===== config.mk =====
export PLATFORM = sky130hd
export DESIGN_NAME = fsq_top
export DESIGN_NICKNAME = d
export VERILOG_FILES = /design/src/fsq_pkg.sv /design/src/fsq_cyc_if.sv /design/src/fsq_cyc.sv /design/src/fsq_top.sv
export SDC_FILE = /design/constraint.sdc
export NUM_CORES = 1
export LEC_CHECK = 0
export ABC_AREA = 0
export BUFFER_PORTS_ARGS = -buffer_cell sky130_fd_sc_hd__buf_2
export CAP_MARGIN = 20
export CORE_MARGIN = 5
export CORE_UTILIZATION = 50
export CTS_CLUSTER_SIZE = 16
export DETAILED_ROUTE_END_ITERATION = 8
export PLACE_DENSITY_LB_ADDON = 0.08
export SLEW_MARGIN = 15
export SYNTH_ARGS = -nofsm -noshare
export SYNTH_HDL_FRONTEND = slang
export SYNTH_SLANG_ARGS = --single-unit
export TNS_END_PERCENT = 50

===== constraint.sdc =====
create_clock -name core_clk -period 3.7 [get_ports core_clk]
set_input_delay 0.37 -clock core_clk [delete_from_list [all_inputs] [get_ports core_clk]]
set_output_delay 0.37 -clock core_clk [all_outputs]
set_load 0.02 [all_outputs]

===== src/fsq_pkg.sv =====
// Shared constants for the flash status and erase/write sequencer.
// Assumes a 10 MHz core clock and a flash part on an asynchronous parallel bus.
`default_nettype none
package fsq_pkg;
  localparam int CLK_MHZ     = 10;
  localparam int T_STROBE_NS = 300;
  // Least strobe width, rounded up to whole cycles
  localparam int STROBE_CYC  = (T_STROBE_NS * CLK_MHZ + 999) / 1000;

  localparam logic [7:0] REG_CTRL  = 8'h00;
  localparam logic [7:0] REG_ADDR  = 8'h04;
  localparam logic [7:0] REG_WDATA = 8'h08;
  localparam logic [7:0] REG_STAT  = 8'h0C;
  localparam logic [7:0] REG_RDATA = 8'h10;

  localparam int CF_OP_LSB = 0;
  localparam int CF_ALT    = 3;
  localparam int CF_ARRAY  = 4;
  localparam int SF_BUSY    = 0;
  localparam int SF_RES_LSB = 1;
  localparam int SF_DEV_LSB = 8;
  localparam int SF_RB      = 16;

  localparam logic [7:0] CMD_READ_STATUS     = 8'h70;
  localparam logic [7:0] CMD_ERASE_SETUP     = 8'h20;
  localparam logic [7:0] CMD_CHIP_SETUP      = 8'h30;
  localparam logic [7:0] CMD_CONFIRM         = 8'hD0;
  localparam logic [7:0] CMD_WRITE_SETUP     = 8'h40;
  localparam logic [7:0] CMD_WRITE_SETUP_ALT = 8'h10;
  localparam logic [7:0] CMD_READ_ARRAY      = 8'hFF;

  localparam int SB_READY      = 7;
  localparam int SB_ERASE_FAIL = 5;
  localparam int SB_PROG_FAIL  = 4;
  localparam int SB_SUPPLY_LOW = 3;
  localparam int SB_PROTECT    = 1;

  typedef enum logic [2:0] {
    OP_NONE, OP_BLOCK_ERASE, OP_CHIP_ERASE, OP_WRITE,
    OP_CLEAR, OP_ARRAY, OP_STATUS, OP_IDENT
  } fsq_op_t;

  typedef enum logic [2:0] {
    RES_OK, RES_SUPPLY, RES_PROTECT, RES_SEQ, RES_FAIL
  } fsq_res_t;
endpackage
`default_nettype wire


===== src/fsq_cyc_if.sv =====
// Request/answer link between the sequencer and the flash bus cycle engine.
// Assumes both ends run on the same core clock.
`timescale 1ns/1ps
`default_nettype none
interface fsq_cyc_if #(parameter int ADDR_W = 20, parameter int DQ_W = 16);
  logic              req;
  logic              wr;
  logic [ADDR_W-1:0] addr;
  logic [DQ_W-1:0]   wdata;
  logic              done;
  logic [DQ_W-1:0]   rdata;
  modport master (output req, wr, addr, wdata, input done, rdata);
  modport slave  (input req, wr, addr, wdata, output done, rdata);
endinterface
`default_nettype wire


===== src/fsq_cyc.sv =====
// Flash bus cycle engine: one read or write cycle per request.
// Assumes the flash is asynchronous; its data pins are synchronised here.
`timescale 1ns/1ps
`default_nettype none
module fsq_cyc import fsq_pkg::*; #(
  parameter int ADDR_W     = 20,
  parameter int DQ_W       = 16,
  parameter int STROBE_CYC = fsq_pkg::STROBE_CYC
) (
  input  wire logic              core_clk,
  input  wire logic              rst,
  fsq_cyc_if.slave               bus,
  output logic [ADDR_W-1:0]      fl_addr,
  output logic [DQ_W-1:0]        fl_dq_o,
  output logic                   fl_dq_oe_n,
  input  wire logic [DQ_W-1:0]   fl_dq_i,
  output logic                   fl_ce_n,
  output logic                   fl_oe_n,
  output logic                   fl_we_n
);
  typedef enum logic [1:0] {CY_IDLE = 2'b00, CY_SETUP = 2'b01, CY_STROBE = 2'b11,
                            CY_HOLD = 2'b10} fsq_cy_t;
  typedef struct packed {
    fsq_cy_t           st;
    logic [3:0]        cnt;
    logic              wr;
    logic              ce_n;
    logic              oe_n;
    logic              we_n;
    logic              dq_oe_n;
    logic [ADDR_W-1:0] addr;
    logic [DQ_W-1:0]   dq_o;
    logic [DQ_W-1:0]   s1;
    logic [DQ_W-1:0]   s2;
  } fsq_cyc_state_t;

  localparam fsq_cyc_state_t CYC_RESET = '{st: CY_IDLE, ce_n: 1'b1, oe_n: 1'b1,
                                           we_n: 1'b1, dq_oe_n: 1'b1, default: '0};
  fsq_cyc_state_t s_ff;
  fsq_cyc_state_t nxt_s;

  always_comb begin
    nxt_s    = s_ff;
    nxt_s.s1 = fl_dq_i;
    nxt_s.s2 = s_ff.s1;
    unique case (s_ff.st)
      CY_IDLE: begin
        if (bus.req) begin
          nxt_s.st      = CY_SETUP;
          nxt_s.wr      = bus.wr;
          nxt_s.addr    = bus.addr;
          nxt_s.dq_o    = bus.wdata;
          nxt_s.ce_n    = 1'b0;
          nxt_s.dq_oe_n = !bus.wr;
        end
      end
      CY_SETUP: begin
        nxt_s.st   = CY_STROBE;
        nxt_s.cnt  = 4'(STROBE_CYC - 1);
        nxt_s.we_n = !s_ff.wr;
        nxt_s.oe_n = s_ff.wr;
      end
      CY_STROBE: begin
        if (s_ff.cnt == 4'h0) begin
          nxt_s.st   = CY_HOLD;
          nxt_s.we_n = 1'b1;
        end else begin
          nxt_s.cnt = s_ff.cnt - 4'h1;
        end
      end
      CY_HOLD: begin
        // Output enable held through here so the synchronised data is settled
        nxt_s.st      = CY_IDLE;
        nxt_s.ce_n    = 1'b1;
        nxt_s.oe_n    = 1'b1;
        nxt_s.dq_oe_n = 1'b1;
      end
    endcase
  end

  always_ff @(posedge core_clk) begin
    if (rst) begin
      s_ff <= CYC_RESET;
    end else begin
      s_ff <= nxt_s;
    end
  end

  assign bus.done   = (s_ff.st == CY_HOLD);
  assign bus.rdata  = s_ff.s2;
  assign fl_addr    = s_ff.addr;
  assign fl_dq_o    = s_ff.dq_o;
  assign fl_dq_oe_n = s_ff.dq_oe_n;
  assign fl_ce_n    = s_ff.ce_n;
  assign fl_oe_n    = s_ff.oe_n;
  assign fl_we_n    = s_ff.we_n;
endmodule
`default_nettype wire


===== src/fsq_top.sv =====
// Host-side controller for a parallel flash: erase, write, status check.
// Assumes an APB master on core_clk and one flash part on the pins below.
`timescale 1ns/1ps
`default_nettype none
module fsq_top import fsq_pkg::*; #(
  parameter int         ADDR_W           = 20,
  parameter int         DQ_W             = 16,
  parameter int         STROBE_CYC       = fsq_pkg::STROBE_CYC,
  parameter logic [7:0] CMD_CLEAR_STATUS = 8'h50,
  parameter logic [7:0] CMD_READ_ID      = 8'h90
) (
  input  wire logic              core_clk,
  input  wire logic              rst,
  input  wire logic              psel,
  input  wire logic              penable,
  input  wire logic              pwrite,
  input  wire logic [7:0]        paddr,
  input  wire logic [31:0]       pwdata,
  output logic [31:0]            prdata,
  output logic                   pready,
  output logic                   pslverr,
  output logic [ADDR_W-1:0]      fl_addr,
  output logic [DQ_W-1:0]        fl_dq_o,
  output logic                   fl_dq_oe_n,
  input  wire logic [DQ_W-1:0]   fl_dq_i,
  output logic                   fl_ce_n,
  output logic                   fl_oe_n,
  output logic                   fl_we_n,
  input  wire logic              fl_ready_busy_n,
  output logic                   fl_reset_powerdown_n
);
  typedef enum logic [3:0] {
    ST_IDLE = 4'h0, ST_PRE70 = 4'h1, ST_PREPOLL = 4'h3, ST_CMD1 = 4'h2,
    ST_CMD2 = 4'h6, ST_POLL = 4'h7, ST_CHECK = 4'h5, ST_CLR = 4'h4, ST_ARRAY = 4'hC
  } fsq_st_t;

  typedef struct packed {
    fsq_st_t           st;
    fsq_op_t           op;
    logic              alt;
    logic              arr;
    logic [ADDR_W-1:0] addr;
    logic [DQ_W-1:0]   wdata;
    logic [7:0]        stat;
    logic [DQ_W-1:0]   rdata;
    fsq_res_t          res;
    logic [31:0]       prdata;
    logic              rb_s1;
    logic              rb_s2;
    logic              rst_pd_n;
  } fsq_top_state_t;

  localparam fsq_top_state_t TOP_RESET = '{st: ST_IDLE, op: OP_NONE, res: RES_OK,
                                           default: '0};
  fsq_top_state_t s_ff;
  fsq_top_state_t nxt_s;

  fsq_cyc_if #(.ADDR_W(ADDR_W), .DQ_W(DQ_W)) cyc ();

  logic              c_req;
  logic              c_wr;
  logic [DQ_W-1:0]   c_wdata;

  function automatic logic is_prog_op(input fsq_op_t op);
    return (op == OP_BLOCK_ERASE) || (op == OP_CHIP_ERASE) || (op == OP_WRITE);
  endfunction

  function automatic logic [7:0] first_cmd(input fsq_op_t op, input logic alt);
    unique case (op)
      OP_BLOCK_ERASE: return CMD_ERASE_SETUP;
      OP_CHIP_ERASE:  return CMD_CHIP_SETUP;
      OP_WRITE:       return alt ? CMD_WRITE_SETUP_ALT : CMD_WRITE_SETUP;
      OP_CLEAR:       return CMD_CLEAR_STATUS;
      OP_ARRAY:       return CMD_READ_ARRAY;
      OP_STATUS:      return CMD_READ_STATUS;
      OP_IDENT:       return CMD_READ_ID;
      default:        return CMD_READ_STATUS;
    endcase
  endfunction

  // Bit 0 is never looked at; order decides which error is reported
  function automatic fsq_res_t full_check(input logic [7:0] flags, input fsq_op_t op);
    if (flags[SB_SUPPLY_LOW])                          return RES_SUPPLY;
    if (flags[SB_PROTECT])                             return RES_PROTECT;
    if (flags[SB_ERASE_FAIL] && flags[SB_PROG_FAIL])   return RES_SEQ;
    if (op == OP_WRITE ? flags[SB_PROG_FAIL] : flags[SB_ERASE_FAIL]) return RES_FAIL;
    return RES_OK;
  endfunction

  function automatic logic is_mapped(input logic [7:0] a);
    return (a == REG_CTRL) || (a == REG_ADDR) || (a == REG_WDATA) ||
           (a == REG_STAT) || (a == REG_RDATA);
  endfunction

  always_comb begin
    nxt_s       = s_ff;
    nxt_s.rb_s1 = fl_ready_busy_n;
    nxt_s.rb_s2 = s_ff.rb_s1;
    nxt_s.rst_pd_n = 1'b1;
    c_req       = 1'b0;
    c_wr        = 1'b1;
    c_wdata     = DQ_W'(CMD_READ_STATUS);
    // Read data is latched in the setup phase so pready can stay high
    if (psel && !penable) begin
      unique case (paddr)
        REG_CTRL:  nxt_s.prdata = {27'h0, s_ff.arr, s_ff.alt, s_ff.op};
        REG_ADDR:  nxt_s.prdata = 32'(s_ff.addr);
        REG_WDATA: nxt_s.prdata = 32'(s_ff.wdata);
        REG_STAT:  nxt_s.prdata = {15'h0, s_ff.rb_s2, s_ff.stat, 4'h0, s_ff.res,
                                   s_ff.st != ST_IDLE};
        REG_RDATA: nxt_s.prdata = 32'(s_ff.rdata);
        default:   nxt_s.prdata = 32'h0;
      endcase
    end
    // Orders are taken only while idle so a running sequence never shifts
    if (psel && penable && pwrite && s_ff.st == ST_IDLE) begin
      unique case (paddr)
        REG_CTRL: begin
          nxt_s.op  = fsq_op_t'(pwdata[CF_OP_LSB +: 3]);
          nxt_s.alt = pwdata[CF_ALT];
          nxt_s.arr = pwdata[CF_ARRAY];
          nxt_s.res = RES_OK;
          if (nxt_s.op != OP_NONE) begin
            nxt_s.st = is_prog_op(nxt_s.op) ? ST_PRE70 : ST_CMD1;
          end
        end
        REG_ADDR:  nxt_s.addr  = pwdata[ADDR_W-1:0];
        REG_WDATA: nxt_s.wdata = pwdata[DQ_W-1:0];
        default: ;
      endcase
    end
    unique case (s_ff.st)
      ST_IDLE: ;
      ST_PRE70: begin
        c_req = 1'b1;
        if (cyc.done) nxt_s.st = ST_PREPOLL;
      end
      ST_PREPOLL: begin
        c_req = 1'b1;
        c_wr  = 1'b0;
        if (cyc.done && cyc.rdata[SB_READY]) nxt_s.st = ST_CMD1;
      end
      ST_CMD1: begin
        c_req   = 1'b1;
        c_wdata = DQ_W'(first_cmd(s_ff.op, s_ff.alt));
        if (cyc.done) begin
          unique case (s_ff.op)
            OP_CLEAR, OP_ARRAY: nxt_s.st = ST_IDLE;
            OP_STATUS:          nxt_s.st = ST_POLL;
            default:            nxt_s.st = ST_CMD2;
          endcase
        end
      end
      ST_CMD2: begin
        c_req   = 1'b1;
        c_wr    = (s_ff.op != OP_IDENT);
        c_wdata = (s_ff.op == OP_WRITE) ? s_ff.wdata : DQ_W'(CMD_CONFIRM);
        if (cyc.done) begin
          nxt_s.rdata = cyc.rdata;
          nxt_s.st    = (s_ff.op == OP_IDENT) ? ST_IDLE : ST_POLL;
        end
      end
      ST_POLL: begin
        c_req = 1'b1;
        c_wr  = 1'b0;
        if (cyc.done) begin
          nxt_s.rdata = cyc.rdata;
          // Flag bits taken only once ready reads 1
          if (cyc.rdata[SB_READY]) begin
            nxt_s.stat = cyc.rdata[7:0];
            nxt_s.st   = (s_ff.op == OP_STATUS) ? ST_IDLE : ST_CHECK;
          end
        end
      end
      ST_CHECK: begin
        nxt_s.res = full_check(s_ff.stat, s_ff.op);
        if (nxt_s.res != RES_OK) begin
          nxt_s.st = ST_CLR;
        end else begin
          nxt_s.st = s_ff.arr ? ST_ARRAY : ST_IDLE;
        end
      end
      ST_CLR: begin
        c_req   = 1'b1;
        c_wdata = DQ_W'(CMD_CLEAR_STATUS);
        if (cyc.done) nxt_s.st = s_ff.arr ? ST_ARRAY : ST_IDLE;
      end
      ST_ARRAY: begin
        c_req   = 1'b1;
        c_wdata = DQ_W'(CMD_READ_ARRAY);
        if (cyc.done) nxt_s.st = ST_IDLE;
      end
      default: nxt_s.st = ST_IDLE;
    endcase
  end

  always_ff @(posedge core_clk) begin
    if (rst) begin
      s_ff <= TOP_RESET;
    end else begin
      s_ff <= nxt_s;
    end
  end

  assign cyc.req              = c_req;
  assign cyc.wr               = c_wr;
  assign cyc.addr             = s_ff.addr;
  assign cyc.wdata            = c_wdata;
  assign prdata               = s_ff.prdata;
  assign pready               = 1'b1;
  assign pslverr              = psel && penable && !is_mapped(paddr);
  assign fl_reset_powerdown_n = s_ff.rst_pd_n;

  fsq_cyc #(.ADDR_W(ADDR_W), .DQ_W(DQ_W), .STROBE_CYC(STROBE_CYC)) u_cyc (
    .core_clk   (core_clk),
    .rst        (rst),
    .bus        (cyc.slave),
    .fl_addr    (fl_addr),
    .fl_dq_o    (fl_dq_o),
    .fl_dq_oe_n (fl_dq_oe_n),
    .fl_dq_i    (fl_dq_i),
    .fl_ce_n    (fl_ce_n),
    .fl_oe_n    (fl_oe_n),
    .fl_we_n    (fl_we_n)
  );

  AST_MASK_RESERVED: assert property (@(posedge core_clk) disable iff (rst)
    s_ff.st == ST_CHECK && s_ff.stat[5:1] == 5'h0 |=> s_ff.res == RES_OK)
    else $error("reserved status bit affected result");
  AST_BUSY_IGNORED: assert property (@(posedge core_clk) disable iff (rst)
    s_ff.st == ST_POLL && cyc.done && !cyc.rdata[SB_READY]
    |=> s_ff.st == ST_POLL && $stable(s_ff.stat))
    else $error("status taken while busy");
  AST_PRE_POLL: assert property (@(posedge core_clk) disable iff (rst)
    $rose(s_ff.st == ST_CMD1) && is_prog_op(s_ff.op) |-> $past(s_ff.st) == ST_PREPOLL)
    else $error("command issued without ready poll");
  AST_ERASE_CONFIRM: assert property (@(posedge core_clk) disable iff (rst)
    s_ff.st == ST_CMD2 && s_ff.op == OP_BLOCK_ERASE
    |-> cyc.wr && cyc.wdata == DQ_W'(CMD_CONFIRM) && cyc.addr == s_ff.addr)
    else $error("block erase confirm wrong");
  AST_CHIP_SETUP: assert property (@(posedge core_clk) disable iff (rst)
    s_ff.st == ST_CMD1 && s_ff.op == OP_CHIP_ERASE ##1 s_ff.st == ST_CMD2
    |-> cyc.wdata == DQ_W'(CMD_CONFIRM) && $past(cyc.wdata) == DQ_W'(CMD_CHIP_SETUP))
    else $error("chip erase sequence wrong");
  AST_WRITE_SEQ: assert property (@(posedge core_clk) disable iff (rst)
    s_ff.st == ST_CMD2 && s_ff.op == OP_WRITE |-> cyc.wdata == s_ff.wdata && cyc.wr)
    else $error("write data cycle wrong");
  AST_CHECK_ORDER: assert property (@(posedge core_clk) disable iff (rst)
    s_ff.st == ST_CHECK && !s_ff.stat[SB_SUPPLY_LOW] && s_ff.stat[SB_PROTECT]
    |=> s_ff.res == RES_PROTECT)
    else $error("protect not reported after supply check");
  AST_CLEAR_ON_ERR: assert property (@(posedge core_clk) disable iff (rst)
    s_ff.st == ST_CHECK && s_ff.stat[SB_SUPPLY_LOW]
    |=> s_ff.st == ST_CLR && s_ff.res == RES_SUPPLY ##[1:40] s_ff.st != ST_CLR)
    else $error("error not followed by clear status");
  AST_ARRAY_LAST: assert property (@(posedge core_clk) disable iff (rst)
    s_ff.st == ST_ARRAY |-> cyc.wdata == DQ_W'(CMD_READ_ARRAY) && cyc.wr)
    else $error("array return command wrong");
endmodule
`default_nettype wire


=== Yosys cells after proc, flatten, opt, wreduce, memory -nomap -nowiden ===
Cells that the tools add are included.

* Register bits: 186
* Input port bits: 62

* Add/subtract/negate cells: 1
* Equality and inequality tests: 31
* Mux-type cells: 70
* Reduce and logical (&&, ||, !) cells: 44

{| class="wikitable"
|+ Operator list
! cell !! count
|-
| $pmux 20 s5 || 1
|-
| $mux 16 || 4
|-
| $pmux 16 s4 || 1
|-
| $mux 4 || 12
|-
| $pmux 8 s6 || 1
|-
| $mux 45 || 1
|-
| $mux 3 || 14
|-
| $mux 37 || 1
|-
| $pmux 4 s9 || 1
|-
| $pmux 16 s2 || 1
|-
| $mux 20 || 1
|-
| $mux 1 || 19
|-
| $reduce_and 2->1 || 9
|-
| $eq 4x3->1 const B || 4
|-
| $eq 8x4->1 const B || 2
|-
| $eq 3x2->1 const B || 4
|-
| $eq 3x3->1 const B || 4
|-
| $reduce_bool 2->1 || 6
|-
| $pmux 1 s2 || 5
|-
| $mux 9 || 1
|-
| $eq 4x2->1 const B || 2
|-
| $eq 8x3->1 const B || 1
|-
| $eq 8x5->1 const B || 1
|-
| $logic_not 4->1 || 2
|-
| 24 further kinds || 48
|}

=== Longest topological paths before layout ===
Gate-level depths: netlist (run 1).

* Word-level depth: 19
* Mapped depth: 8

=== Cells and area by module ===
From an unflattened synthesis (run 1), not the netlist that was laid out.

* Cell total of the unflattened synthesis: 920
* Area, all modules: 7757.4 µm²

{| class="wikitable"
|+ Modules (own cells, without submodules)
! module !! instances !! cells each !! area an instance (µm²) !! seq. area each (µm²)
|-
| fsq_top || 1 || 577 || 4682.0 || 1901.8
|-
| fsq_cyc || 1 || 343 || 3075.4 || 1581.5
|}

=== Worst setup path before layout (run 1) ===
No wires, ideal clock.

* Path kind: input to register
* Start: in paddr[7]
* End: reg s_ff[68] in the netlist's numbering
* Library setup time: 0.128 ns
* Arrival: 1.860 ns
* Required time: 3.572 ns
* Slack: 1.712 ns
* Stages on the path: 7
* Cell sequence: or4_4 > buf_6 > nor3_4 > nand3_2 > buf_2 > mux2i_1 > nor2_1

* Longest elaborated chain between the ends: 2

{| class="wikitable"
|+ Ends and longest elaborated chain
! what !! line !! text
|-
| start, declared || fsq_top.sv:17 || <nowiki>input wire logic [7:0] paddr,</nowiki>
|-
| $eq 8x4->1 || fsq_top.sv:117 || <nowiki>unique case (paddr)</nowiki>
|-
| $reduce_and 2->1 (no source line) || -- ||
|-
| end signal, assigned || fsq_top.sv:201 || <nowiki>s_ff <= nxt_s;</nowiki>
|-
| end, declared || fsq_top.sv:55 || <nowiki>fsq_top_state_t s_ff;</nowiki>
|}

Every way passes these cells.
A chain may end at the register's enable or synchronous reset.

=== Worst setup path in the final report (run 1) ===
* Start: reg s_ff[104] in the netlist's numbering
* End: reg s_ff[65] in the netlist's numbering

* Longest elaborated chain between the ends: 3

{| class="wikitable"
|+ Ends and longest elaborated chain
! what !! line !! text
|-
| $logic_not 4->1 || fsq_top.sv:116 || <nowiki>if (psel && penable && pwrite && s_ff.st == ST_IDLE) begin</nowiki>
|-
| $logic_and 1x1->1 || fsq_top.sv:116 ||
|-
| $reduce_and 2->1 (no source line) || -- ||
|}

Every way passes these cells.

==> results of run 1 <==
==> stage by stage <==
step	total power (µW)	utilization, %
detailed placement	2140	51.7
CTS	3930	55.7
global placement	2130	51.7
finish	3900	55.7
floorplan	2080	-
global route	4050	55.7
==> cells in the mapped netlist, types with 2 or more instances <==
cell | instances | share of area [%]
a31oi_1 | 5 | 0.41
conb_1 | 2 | 0.099
nand2b_1 | 5 | 0.41
o31a_1 | 2 | 0.23
buf_4 | 70 | 6.9
a211oi_1 | 6 | 0.59
nand2_1 | 175 | 8.6
nor3b_1 | 3 | 0.30
nand3b_1 | 4 | 0.40
and3_1 | 2 | 0.16
clkbuf_1 | 42 | 2.1
nor4_1 | 3 | 0.25
buf_1 | 2 | 0.099
ha_1 | 7 | 1.2
dfxtp_1 | 174 | 46
o22a_1 | 2 | 0.23
nand4_1 | 2 | 0.16
a221oi_1 | 8 | 0.92
nand3_1 | 24 | 1.6
a21o_1 | 10 | 0.99
o21ai_0 | 31 | 2.0
and2_1 | 2 | 0.16
a22o_1 | 4 | 0.46
mux2_2 | 4 | 0.59
buf_2 | 10 | 0.66
nor2_1 | 53 | 2.6
o32a_1 | 2 | 0.26
o211ai_1 | 2 | 0.20
or2_2 | 2 | 0.16
a32oi_1 | 7 | 0.81
nor3_1 | 8 | 0.53
o21a_1 | 2 | 0.20
a21oi_1 | 101 | 6.7
nor2b_1 | 43 | 3.5
a2bb2oi_1 | 10 | 1.2
mux2i_1 | 30 | 4.0
inv_1 | 12 | 0.59
nand3_2 | 2 | 0.26
a22oi_1 | 9 | 0.89
==> power by group through the flow <==
stage / sequential [µW] / clock, µW / combinational, µW
finish: 1910 / 1800 / 188
global route: 1910 / 1930 / 207
CTS: 1910 / 1830 / 189
detailed placement: 1950 / 0 / 188
global placement: 1950 / 0 / 182
floorplan: 1950 / 0 / 133
==> how the worst max path moves through the flow <==
stage	from	endpoint	slack [ns]	cells after the start
finish	s_ff[104]$_SDFF_PP0_	s_ff[65]$_SDFFE_PP0P_	0.93	6
detailed placement	paddr[2]	cyc.addr[18]$_SDFFE_PP0P_	0.88	6
CTS	s_ff[104]$_SDFF_PP0_	s_ff[65]$_SDFFE_PP0P_	0.98	6
global placement	paddr[2]	cyc.addr[12]$_SDFFE_PP0P_	0.94	6
floorplan	paddr[7]	s_ff[68]$_SDFFE_PP0P_	1.71	7
global route	s_ff[104]$_SDFF_PP0_	s_ff[62]$_SDFFE_PP0P_	0.79	6
==> final cells by class <==
class                   instances  area, µm²  share of cell area (%)
flip-flops and latches        174       3480                    41.6
multi-input cells             603       3360                    40.2
repair buffers                123        648                    7.74
clock buffers                  20        447                    5.33
well taps                     188        235                    2.81
clock inverters                12        153                    1.82
inverters                      12       45.0                   0.538
==> placed cells by master (no fill, tap or decap), types with 3 or more instances in the layout <==
cell type,Yosys,layout
nand2_1,175,175
dfxtp_1,174,174
buf_2,10,110
a21oi_1,101,101
nor2_1,53,53
nor2b_1,43,43
mux2i_1,30,30
o21ai_0,31,30
nand3_1,24,24
clkbuf_16,0,17
conb_1,2,13
buf_4,70,13
inv_1,12,12
a21o_1,10,10
a2bb2oi_1,10,10
a22oi_1,9,9
a221oi_1,8,8
nor3_1,8,8
a32oi_1,7,7
ha_1,7,7
a211oi_1,6,6
nand2b_1,5,5
a31oi_1,5,5
mux2_2,4,4
a22o_1,4,4
nand3b_1,4,4
nor3b_1,3,3
nor4_1,3,3
inv_6,0,3
clkinv_4,0,3
==> registers in the layout, indices dropped and copies added, names as in the netlist, 7 cells and up <==
signal,flops
u_cyc.fl_addr,20
cyc.addr,20
prdata,20
u_cyc.fl_dq_o,16
u_cyc.s_ff,7
s_ff,53
u_cyc.bus.rdata,16
u_cyc.nxt_s,16
==> logic make-up after synthesis <==
| logic type | share of synthesized area, % |
|---|---|
| compound gates | 16.9 |
| fa+ha+maj | 1.15 |
| buf+inv | 10.5 |
| flops | 45.9 |
| mux | 4.55 |
| other cells | 0.0989 |
| simple gates | 21.0 |
==> layer usage <==
metal	vias up	share of wire, %
li1	3048	-
met1	2991	44
met2	178	49
met3	34	6.0
met4	2	1.7
met5	-	0.068
==> worst register-to-register path, cell delays in order (launching register included) <==
cell and delay (ns):
dfxtp_1 0.48, nor4_1 0.38, buf_4 0.20, and4_1 0.54, nand3_2 0.62, mux2i_1 0.37
nor2_1 0.06
==> summary.txt, run 1 <==
Layout
  – Ant. Diodes: 0
  – Fillers: about 1400
  – Share of cells above drive strength 1: around 18%
  – Non-Filler Instances: ~1100
  – Nets: 1000
  – Area delta synth->final: 10.3%
  – Design area: between 8000 and 9000 µm²

Clocking
  – Clk root buf: clkbuf_16
  – Clock Tree Buf Depth: 2
  – Post-CTS Resized: 0
  – CTS tree: done
  – Clock transition at path regs: 0.07 ns
  – Postcts setup bufs: 0
  – # hold bufs at CTS: 0
  – TritonCTS buffer count: 17
  – CTS Sinks: about 170
  – Worst-Skew Late Latency: 0.43 ns
  – H-tree Lvls: 4

Synth
  – Cell area after synthesis: between 7000 and 8000 µm²
  – Predominant post-synthesis flop cell: dfxtp_1
  – Ys Warns: 0
  – Avg Inst Size Synth: between 8 and 9 µm²
  – Sequential area share after synthesis: a little under half
  – Post-synth EDFFs: 0
  – Ys async rst share: 0%
  – Yosys reg bits: about 170
  – Distinct cell type count after synthesis: 60
  – Post-synthesis cell count: ~900

Route
  – WL/cell: around 17 µm
  – Post-DRT Antenna Nets: 0
  – # DRC: 0
  – Via density: approximately 5.5
  – Initial DRC count: 350
  – Router iterations before antenna repair: 5
  – Via count: approximately 6300
  – Drt total wl: between 15000 and 20000 µm

Timing
  – Hold Fails Final Rpt: 0
  – Fin. max-slew vios: 0
  – Achievable Freq: 0.361 GHz
  – Slew @ Worst Pin: slightly below 0.9 ns
  – Final setup vio count: 0
  – Final worst slack: between 0.9 and 1 ns
  – Final period util: roughly 75%
  – Worst slew margin: approximately two fifths
  – Hold slack final: between 0.1 and 0.15 ns
  – Min Tclk post-route: 2.77 ns
  – RSZ-0062 raised after global routing: false
  – TNS Setup: 0 ns
  – Layout Skew: around 0.009 ns

Worst setup path
  – Slowest Stage Delay on Critical Path: a little over 0.6 ns
  – CP Class: reg -> reg
  – CP endpoint kind: register
  – Reg2reg end: s_ff[65]$_SDFFE_PP0P_
  – Cell class contributing the biggest share of worst-path delay: simple AND/OR/NAND/NOR gates
  – Worst-path cell chain: nor4_1 -> buf_4 -> and4_1 -> nand3_2 -> mux2i_1 -> nor2_1
  – Worst r2r path cells: 6
  – Buf/Inv on CP: 1
  – CP max-delay cell: nand3_2
  – Reg2Reg Launch Point: s_ff[104]$_SDFF_PP0_
  – Crit Path Max Fanout: 17
  – R2R Setup Slk: approximately 0.93 ns
  – Crit path arrival time: 3.07 ns
  – CP Data Required Time: about 4.0 ns
  – CP startpoint kind: register

Global routing
  – Vias in the first global route: around 6100
  – Gr usage total: 21.5%
  – Initial antenna violation count: 1
  – GR met2 Demand/Resource: 36.1%
  – First-pass GRT wire length: ~30000 µm
  – Busiest grt layer: met2
  – Overflow after GRT: 0
  – Largest net degree at the start of global routing: 51
  – GR Util met1: a little over a quarter
  – M3 GR Usage: between 5 and 6%

Floorplanning
  – Initial Util: roughly half
  – Die span in x: ~130 µm
  – Ports: approximately 140
  – Rows: 45
  – Core ar.: between 15000 and 20000 µm²
  – Die Height: roughly 130 µm
  – Die area: ~18000 µm²

Placement
  – Placed insts: 1100
  – Number of buffers inserted by port buffering: around 110
  – Gpl congestion: ~0.89
  – Place WS: slightly below 0.9 ns
  – Post-DP HPWL: 13900 µm
  – Dpl cell area: 7780 µm²

Worst hold path
  – Hold path depth: 2
  – Hold crit path type: in -> reg
  – Hold endpoint: u_cyc.nxt_s[1]$_SDFF_PP0_
  – Hold path start: fl_dq_i[1]

Power and ir drop
  – Sequential power share: about half
  – Comb pwr share: 4.8%
  – Switching power share of the total: 23.3%
  – Int Power: 2990 µW
  – Clock Power Share: between 40% and 50%
  – Max rail drop VDD: approximately 0.00035 V
  – Switching pwr: around 900 µW
  – Pwr per Cell Area: about 470 nW/µm²
  – P_leak: approximately 0.0033 µW

Run status
  – Status: finished clean

Job
  – Max cap viols: 0
Note: power is estimated with default switching activity, not from simulation.
==> inputs of run 2 (changes only) <==
Clock period 3.7 ns to 2.74 ns, I/O delays scaled along.
==> run 2 against run 1 <==
Fmax rose by 26%. Final area rose by 1.3%. Sequential cell count did not move. Register-to-register slack got worse by 0.38 ns.
==> summary.txt, run 2 (same netlist as run 1, synthesis figures left out) <==
Power and ir drop
  – Power consumption: 5290 µW (+36%)
  – P_leak: 0.00337 µW (+1.9%)
  – Clock Power Share: 46.5% (+0.3 points)
  – Sequential power share: 48.7% (-0.2 points)
  – Int Power: 3980 µW (+33%)
  – Pwr per Cell Area: 624 nW/µm² (+34%)
  – Switching pwr: 1310 µW (+44%)
  – Comb pwr share: 4.8% (about the same)
  – Switching power share of the total: 24.8% (+1.5 points)
  – Max rail drop VDD: 0.000422 V (+21%)

Floorplanning
  – Initial Util: 50.5% (unchanged)
  – Die span in x: 133 µm (unchanged)
  – Rows: 45 (unchanged)
  – Die Height: 133 µm (unchanged)
  – Core ar.: 15000 µm² (unchanged)
  – Die area: 17800 µm² (unchanged)
  – Ports: 137 (unchanged)

Global routing
  – Gr usage total: 21.4% (-0.039 points)
  – Largest net degree at the start of global routing: 79 (+55%)
  – Vias in the first global route: 6066 (+0.17%)
  – Initial antenna violation count: 1 (unchanged)
  – First-pass GRT wire length: 30700 µm (+0.38%)
  – Overflow after GRT: 0 (unchanged)

Timing
  – TNS Setup: 0 ns (unchanged)
  – Worst slew margin: 47.0% (+6.1 points)
  – Final period util: 80.0% (+5.2 points)
  – Slew @ Worst Pin: 0.795 ns (-0.0796 ns)
  – Achievable Freq: 0.456 GHz (+26%)
  – Min Tclk post-route: 2.19 ns (-0.577 ns)
  – RSZ-0062 raised after global routing: false
  – Hold Fails Final Rpt: 0 (unchanged)
  – Fin. max-slew vios: 0 (unchanged)
  – Final setup vio count: 0 (unchanged)
  – Layout Skew: 0.00648 ns (-0.00233 ns)

Worst setup path
  – CP Data Required Time: 3.09 ns (-0.91 ns)
  – Crit Path Max Fanout: 23 (+6)
  – Reg2Reg Launch Point: s_ff[105]$_SDFF_PP0_
  – Crit path arrival time: 2.54 ns (-0.53 ns)
  – CP endpoint kind: register
  – CP Class: reg -> reg
  – Crit path from: s_ff[105]$_SDFF_PP0_
  – CP startpoint kind: register

Route
  – Post-DRT Antenna Nets: 0 (unchanged)
  – # DRC: 0 (unchanged)
  – Initial DRC count: 488 (+39%)
  – Drt total wl: 19100 µm (+0.30%)
  – Via count: 6258 (+0.080%)
  – Router iterations before antenna repair: 4 (-1)
  – Via density: 5.48 (-0.80%)
  – WL/cell: 16.7 µm (-0.57%)

Layout
  – Share of cells above drive strength 1: 19.1% (+1.1 points)
  – Fillers: 1381 (-2.7%)
  – Ant. Diodes: 0 (unchanged)
  – Most flops, register: s_ff
  – Area delta synth->final: 11.7%
  – Commonest non-fill, non-tap cell in the layout: nand2_1
  – Most frequent cells in the layout: 175 x nand2_1, 174 x dfxtp_1, 110 x buf_2
  – Design area: 8480 µm² (+1.3%)
  – Max reg flops: 53 (unchanged)
  – Nets: 1010 (+1.0%)

Clocking
  – TritonCTS buffer count: 17 (unchanged)
  – CTS Sinks: 174 (unchanged)
  – Clock transition at path regs: 0.07 ns (about the same)
  – H-tree Lvls: 4 (unchanged)
  – Post-CTS Resized: 0 (unchanged)
  – CTS tree: done
  – Clock Tree Buf Depth: 2 (unchanged)
  – Postcts setup bufs: 0 (unchanged)
  – Clk root buf: clkbuf_16
  – # hold bufs at CTS: 0 (unchanged)
  – Worst-Skew Late Latency: 0.43 ns (about the same)

Run status
  – Status: finished clean

Placement
  – Gpl congestion: 0.866 (-2.5%)
  – Number of buffers inserted by port buffering: 111 (unchanged)
  – Post-DP HPWL: 13800 µm (-0.48%)
  – Dpl cell area: 7880 µm² (+1.3%)

Worst hold path
  – Hold path start: fl_dq_i[15]
  – Hold crit path type: in -> reg

Job
  – Max cap viols: 0 (unchanged)
run 2: cell types whose count changed in the layout (fill, tap and decap cells not counted):
cell       change
inv_6          +2
clkbuf_1       -2
inv_8          +2
buf_12         +2
bufinv_16      -1
buf_4          +8
clkinv_8       +2
clkinv_4       -3
run 2: final timing paths:
check                                   end  slack, ns  cells past startpoint
min              u_cyc.nxt_s[15]$_SDFF_PP0_       0.05                      2
max           u_cyc.fl_addr[4]$_SDFFE_PP0P_       0.55                      6
min reg2reg  u_cyc.bus.rdata[10]$_SDFF_PP0_       0.44                      1
max reg2reg   u_cyc.fl_addr[4]$_SDFFE_PP0P_       0.55                      6
run 2: layout make-up:
cell class / instances / area [µm²] / share of cell area [%]
clock inverters: 14 / 169 / 1.99
multi-input cells: 603 / 3360 / 39.7
repair buffers: 133 / 748 / 8.82
inverters: 12 / 45.0 / 0.531
flip-flops and latches: 174 / 3480 / 41.1
clock buffers: 18 / 439 / 5.18
well taps: 188 / 235 / 2.77
run 2: power by group through the flow:
stage	registers [µW]	logic, µW	clock network [µW]
5_1_grt	2580	286	2630
2_1_floorplan	2640	179	0
4_1_cts	2580	257	2510
3_3_place_gp	2640	248	0
6_report	2580	256	2460
3_5_place_dp	2640	255	0
run 2: layer usage:
layer / vias up / global-route usage (%) / routed length [µm] / part of all wire [%]
met5: - / 0 / 0 / 0
met4: 0 / 6.46 / 245 / 1.3
met3: 18 / 5.02 / 1060 / 5.5
met2: 183 / 35.2 / 9370 / 49
met1: 2980 / 28.2 / 8450 / 44
li1: 3077 / - / - / -
run 2: critical path, stage by stage (launching register included):
cell	delay, ns
dfxtp_1	0.64
nand2b_1	0.27
a21oi_1	0.10
o21ai_2	0.64
buf_12	0.24
nand2_1	0.07
a21oi_1	0.14
run 2: metrics by stage:
step	worst slack, ns	std cells	utilization, %	hold WS (ns)
after floorplan	0.848	914	-	0.402
after global routing	0.368	1142	56.4	0.0440
final	0.548	1142	56.4	0.0493
after detailed placement	0.573	1110	52.4	0.424
after CTS	0.550	1142	56.4	0.0357
after global placement	0.610	1110	52.4	0.421
==> inputs of run 3 (changes only) <==
Settings changed: ABC_AREA 0 to 1.
Clock period 2.74 ns to 2.2 ns, I/O delays scaled along.
==> run 3 against run 2 <==
Clock power up 24%. First-iteration DRC count is 13% lower. Critical endpoint is now pslverr. Synthesized cell count rose by 14%. Routed wire length decreased by 3.1%. Sequential power increased by 25%. Utilization rose by 1.2 points. Final area is 2.5% higher. Largest cell class unchanged. Clock skew rose by 0.0020 ns.
==> summary.txt, run 3 <==
Worst setup path
  – CP Data Required Time: 1.98 ns (-1.11 ns)
  – Crit Path Max Fanout: 11 (-52%)
  – CP endpoint kind: output port
  – Crit path arrival time: 1.81 ns (-0.73 ns)
  – Slowest Stage Delay on Critical Path: 0.56 ns (-0.08 ns)
  – CP max-delay cell: nor2_1
  – Worst-path cell chain: buf_2 -> inv_1 -> nand2_1 -> nor2_1 -> and2_1 -> nor4_1 -> buf_2
  – CP Class: in -> out
  – Most frequent CP cell: buf_2
  – CP startpoint kind: primary input

Synth
  – Ys Warns: 0 (unchanged)
  – Top-area cell type share of the netlist area: 45.7% (-0.20 points)
  – Synth area leader: dfxtp_1
  – Mux cell area share after synthesis: 0% (-4.5 points)
  – Sequential area share after synthesis: 45.7% (-0.20 points)
  – Synth Area in Compound Gates: 16.4% (-0.55 points)
  – Yosys reg bits: 174 (unchanged)
  – Post-Synth XOR/XNOR Area: 0.115% (+0.11 points)
  – Avg Inst Size Synth: 7.39 µm² (-12%)
  – Predominant post-synthesis flop cell: dfxtp_1
  – Main combinational cell family by area after synthesis: simple AND/OR/NAND/NOR gates
  – Cell area after synthesis: 7630 µm² (+0.43%)
  – Post-synthesis cell count: 1032 (+14%)
  – Most frequent cells after synthesis: 174 x dfxtp_1, 154 x nor2_1, 131 x o21ai_0
  – Simple-gate share of the synthesized area: 21.3% (+0.37 points)
  – Count leader, synth: dfxtp_1
  – Post-synth EDFFs: 0 (unchanged)
  – Synth top area cells: dfxtp_1 46%, o21ai_0 8.6%, nor2_1 7.6%
  – Adder-Cell Fraction of Synth Area: 1.15% (-0.0049 points)
  – Distinct cell type count after synthesis: 35 (-42%)
  – Ys async rst share: 0% (unchanged)

Global routing
  – Largest net degree at the start of global routing: 71 (-10%)
  – Vias in the first global route: 5791 (-4.5%)
  – Overflow after GRT: 0 (unchanged)
  – First-pass GRT wire length: 29900 µm (-2.8%)
  – Initial antenna violation count: 0 (-1)
  – Gr usage total: 20.8% (-0.58 points)

Route
  – # DRC: 0 (unchanged)
  – WL/cell: 14.3 µm (-15%)
  – Via count: 6461 (+3.2%)
  – Initial DRC count: 427 (-13%)
  – Via density: 4.98 (-9.1%)
  – Router iterations before antenna repair: 5 (+1)
  – Drt total wl: 18500 µm (-3.1%)
  – Post-DRT Antenna Nets: 0 (unchanged)

Timing
  – Slew @ Worst Pin: 0.761 ns (-0.0335 ns)
  – Hold Fails Final Rpt: 0 (unchanged)
  – RSZ-0062 raised after global routing: false
  – Fin. max-slew vios: 0 (unchanged)
  – TNS Setup: 0 ns (unchanged)
  – Final setup vio count: 0 (unchanged)
  – Achievable Freq: between 0.4 and 0.5 GHz
  – Layout Skew: 0.00846 ns (+0.00198 ns)
  – Final period util: 92.2%
  – Min Tclk post-route: 2.03 ns
  – Worst slew margin: 49.2% (+2.2 points)

Layout
  – Fillers: 1479 (+7.1%)
  – Register Area: 3480 µm² (unchanged)
  – Multi-input gate area: 3020 µm² (-10%)
  – Ant. Diodes: 0 (unchanged)
  – Nets: 1166 (+15%)
  – Share of cells above drive strength 1: 17.1% (-1.9 points)
  – Max reg flops: 53 (unchanged)
  – Most frequent cells in the layout: 174 x dfxtp_1, 154 x nor2_1, 131 x o21ai_0
  – Commonest non-fill, non-tap cell in the layout: dfxtp_1
  – Area delta synth->final: 14.0%
  – Most flops, register: s_ff

Floorplanning
  – Die span in x: 134 µm (+0.20%)
  – Core ar.: 15100 µm² (+0.37%)
  – Die Height: 134 µm (+0.20%)
  – Ports: 137 (unchanged)
  – Die area: 17800 µm² (+0.40%)
  – Rows: 45 (unchanged)
  – Initial Util: 50.6% (about the same)

Power and ir drop
  – Pwr per Cell Area: 766 nW/µm² (+23%)
  – Max rail drop VDD: 0.000542 V (+28%)
  – Clock Power Share: 46.0% (-0.5 points)
  – Comb pwr share: 5.6% (+0.8 points)
  – Switching power share of the total: 22.5% (-2.3 points)
  – Power consumption: 6660 µW (+26%)
  – Sequential power share: 48.4% (-0.3 points)
  – Int Power: 5170 µW (+30%)
  – P_leak: 0.00392 µW (+16%)
  – Switching pwr: 1500 µW (+14%)

Clocking
  – CTS tree: done
  – CTS Sinks: 174 (unchanged)
  – Post-CTS Resized: 0 (unchanged)
  – Clock transition at path regs: 0.07 ns (about the same)
  – Clk root buf: clkbuf_16
  – Worst-Skew Late Latency: 0.42 ns (about the same)
  – TritonCTS buffer count: 17 (unchanged)
  – Clock Tree Buf Depth: 2 (unchanged)
  – H-tree Lvls: 4 (unchanged)

Worst hold path
  – Hold crit path type: in -> reg

Placement
  – Number of buffers inserted by port buffering: 111 (unchanged)
  – Post-DP HPWL: 13300 µm (-3.8%)
  – Gpl congestion: 0.862 (-0.39%)

Job
  – Max cap viols: 0 (unchanged)

Run status
  – Status: finished clean
## run 3: changes by cell type in the layout (fill, tap and decap cells not counted), sizes merged, moves of 7 or more
cell,change
o21ai,+101
nor2,+109
inv,+93
a22oi,-9
nand2,-47
a21o,-10
a221oi,-7
a32oi,-7
a2bb2oi,-10
mux2i,-30
nor2b,-43
nand3,+49
dlygate4sd3,+17
## run 3: cells by family (layout without fill, tap and decap cells)
group,Yosys count,count (layout)
buf+inv,227,293
xor+xnor,1,1
flops,174,174
other cells,2,13
simple gates,380,380
compound gates,241,241
fa+ha+maj,7,7
## run 3: area by class of cell
cell class | instances | share of cell area (%)
flip-flops and latches | 174 | 40.1
well taps | 188 | 2.70
clock buffers | 20 | 5.14
repair buffers | 152 | 10.8
inverters | 110 | 4.75
multi-input cells | 642 | 34.7
clock inverters | 11 | 1.80
## run 3: worst paths after layout
check	from	to	slack, ns	cells after the start
worst max-delay path	paddr[0]	pslverr	0.17	7
worst min-delay path	pwdata[19]	cyc.addr[19]$_SDFFE_PP0P_	0.01	3
worst max register to register	s_ff[104]$_SDFF_PP0_	u_cyc.fl_addr[18]$_SDFFE_PP0P_	0.41	8
worst min register to register	u_cyc.nxt_s[10]$_SDFF_PP0_	u_cyc.bus.rdata[10]$_SDFF_PP0_	0.40	2
## run 3: timing repair
action / in CTS / in global routing
hold buffers: 17 / 0
setup buffers: 0 / 0
endpoints found under the hold margin: 17 / 0
## run 3: power groups by stage
stage,combinational [µW],sequential (µW),clock [µW]
finish,375,3220,3060
global route,426,3230,3250
CTS,377,3220,3130
detailed placement,354,3300,0
global placement,351,3300,0
floorplan,245,3300,0
## run 3: critical path, delay by kind of cell
family,cells,cell delay [ns]
and+or+nand+nor,4,1.26
buffers and inverters,3,0.32
## run 3: layer usage
metal	vias to the layer above	share of wire (%)	global-route usage (%)
met5	-	0	0
met4	0	1.6	6.00
met3	22	5.2	4.04
met2	143	45	32.9
met1	2927	48	29.2
li1	3369	-	-
## run 3: metrics by stage
step / hold slack [ns] / cell area (µm²) / std cells / setup WS (ns) / util, %
detailed placement: 0.392 / 7920 / 1249 / 0.176 / 52.5
CTS: 0.00325 / 8700 / 1297 / 0.180 / 57.6
floorplan: 0.327 / 7670 / 1043 / 0.532 / -
global route: 0.0204 / 8700 / 1297 / 0.00153 / 57.6
global placement: 0.389 / 7920 / 1249 / 0.224 / 52.5
finish: 0.0147 / 8700 / 1297 / 0.172 / 57.6
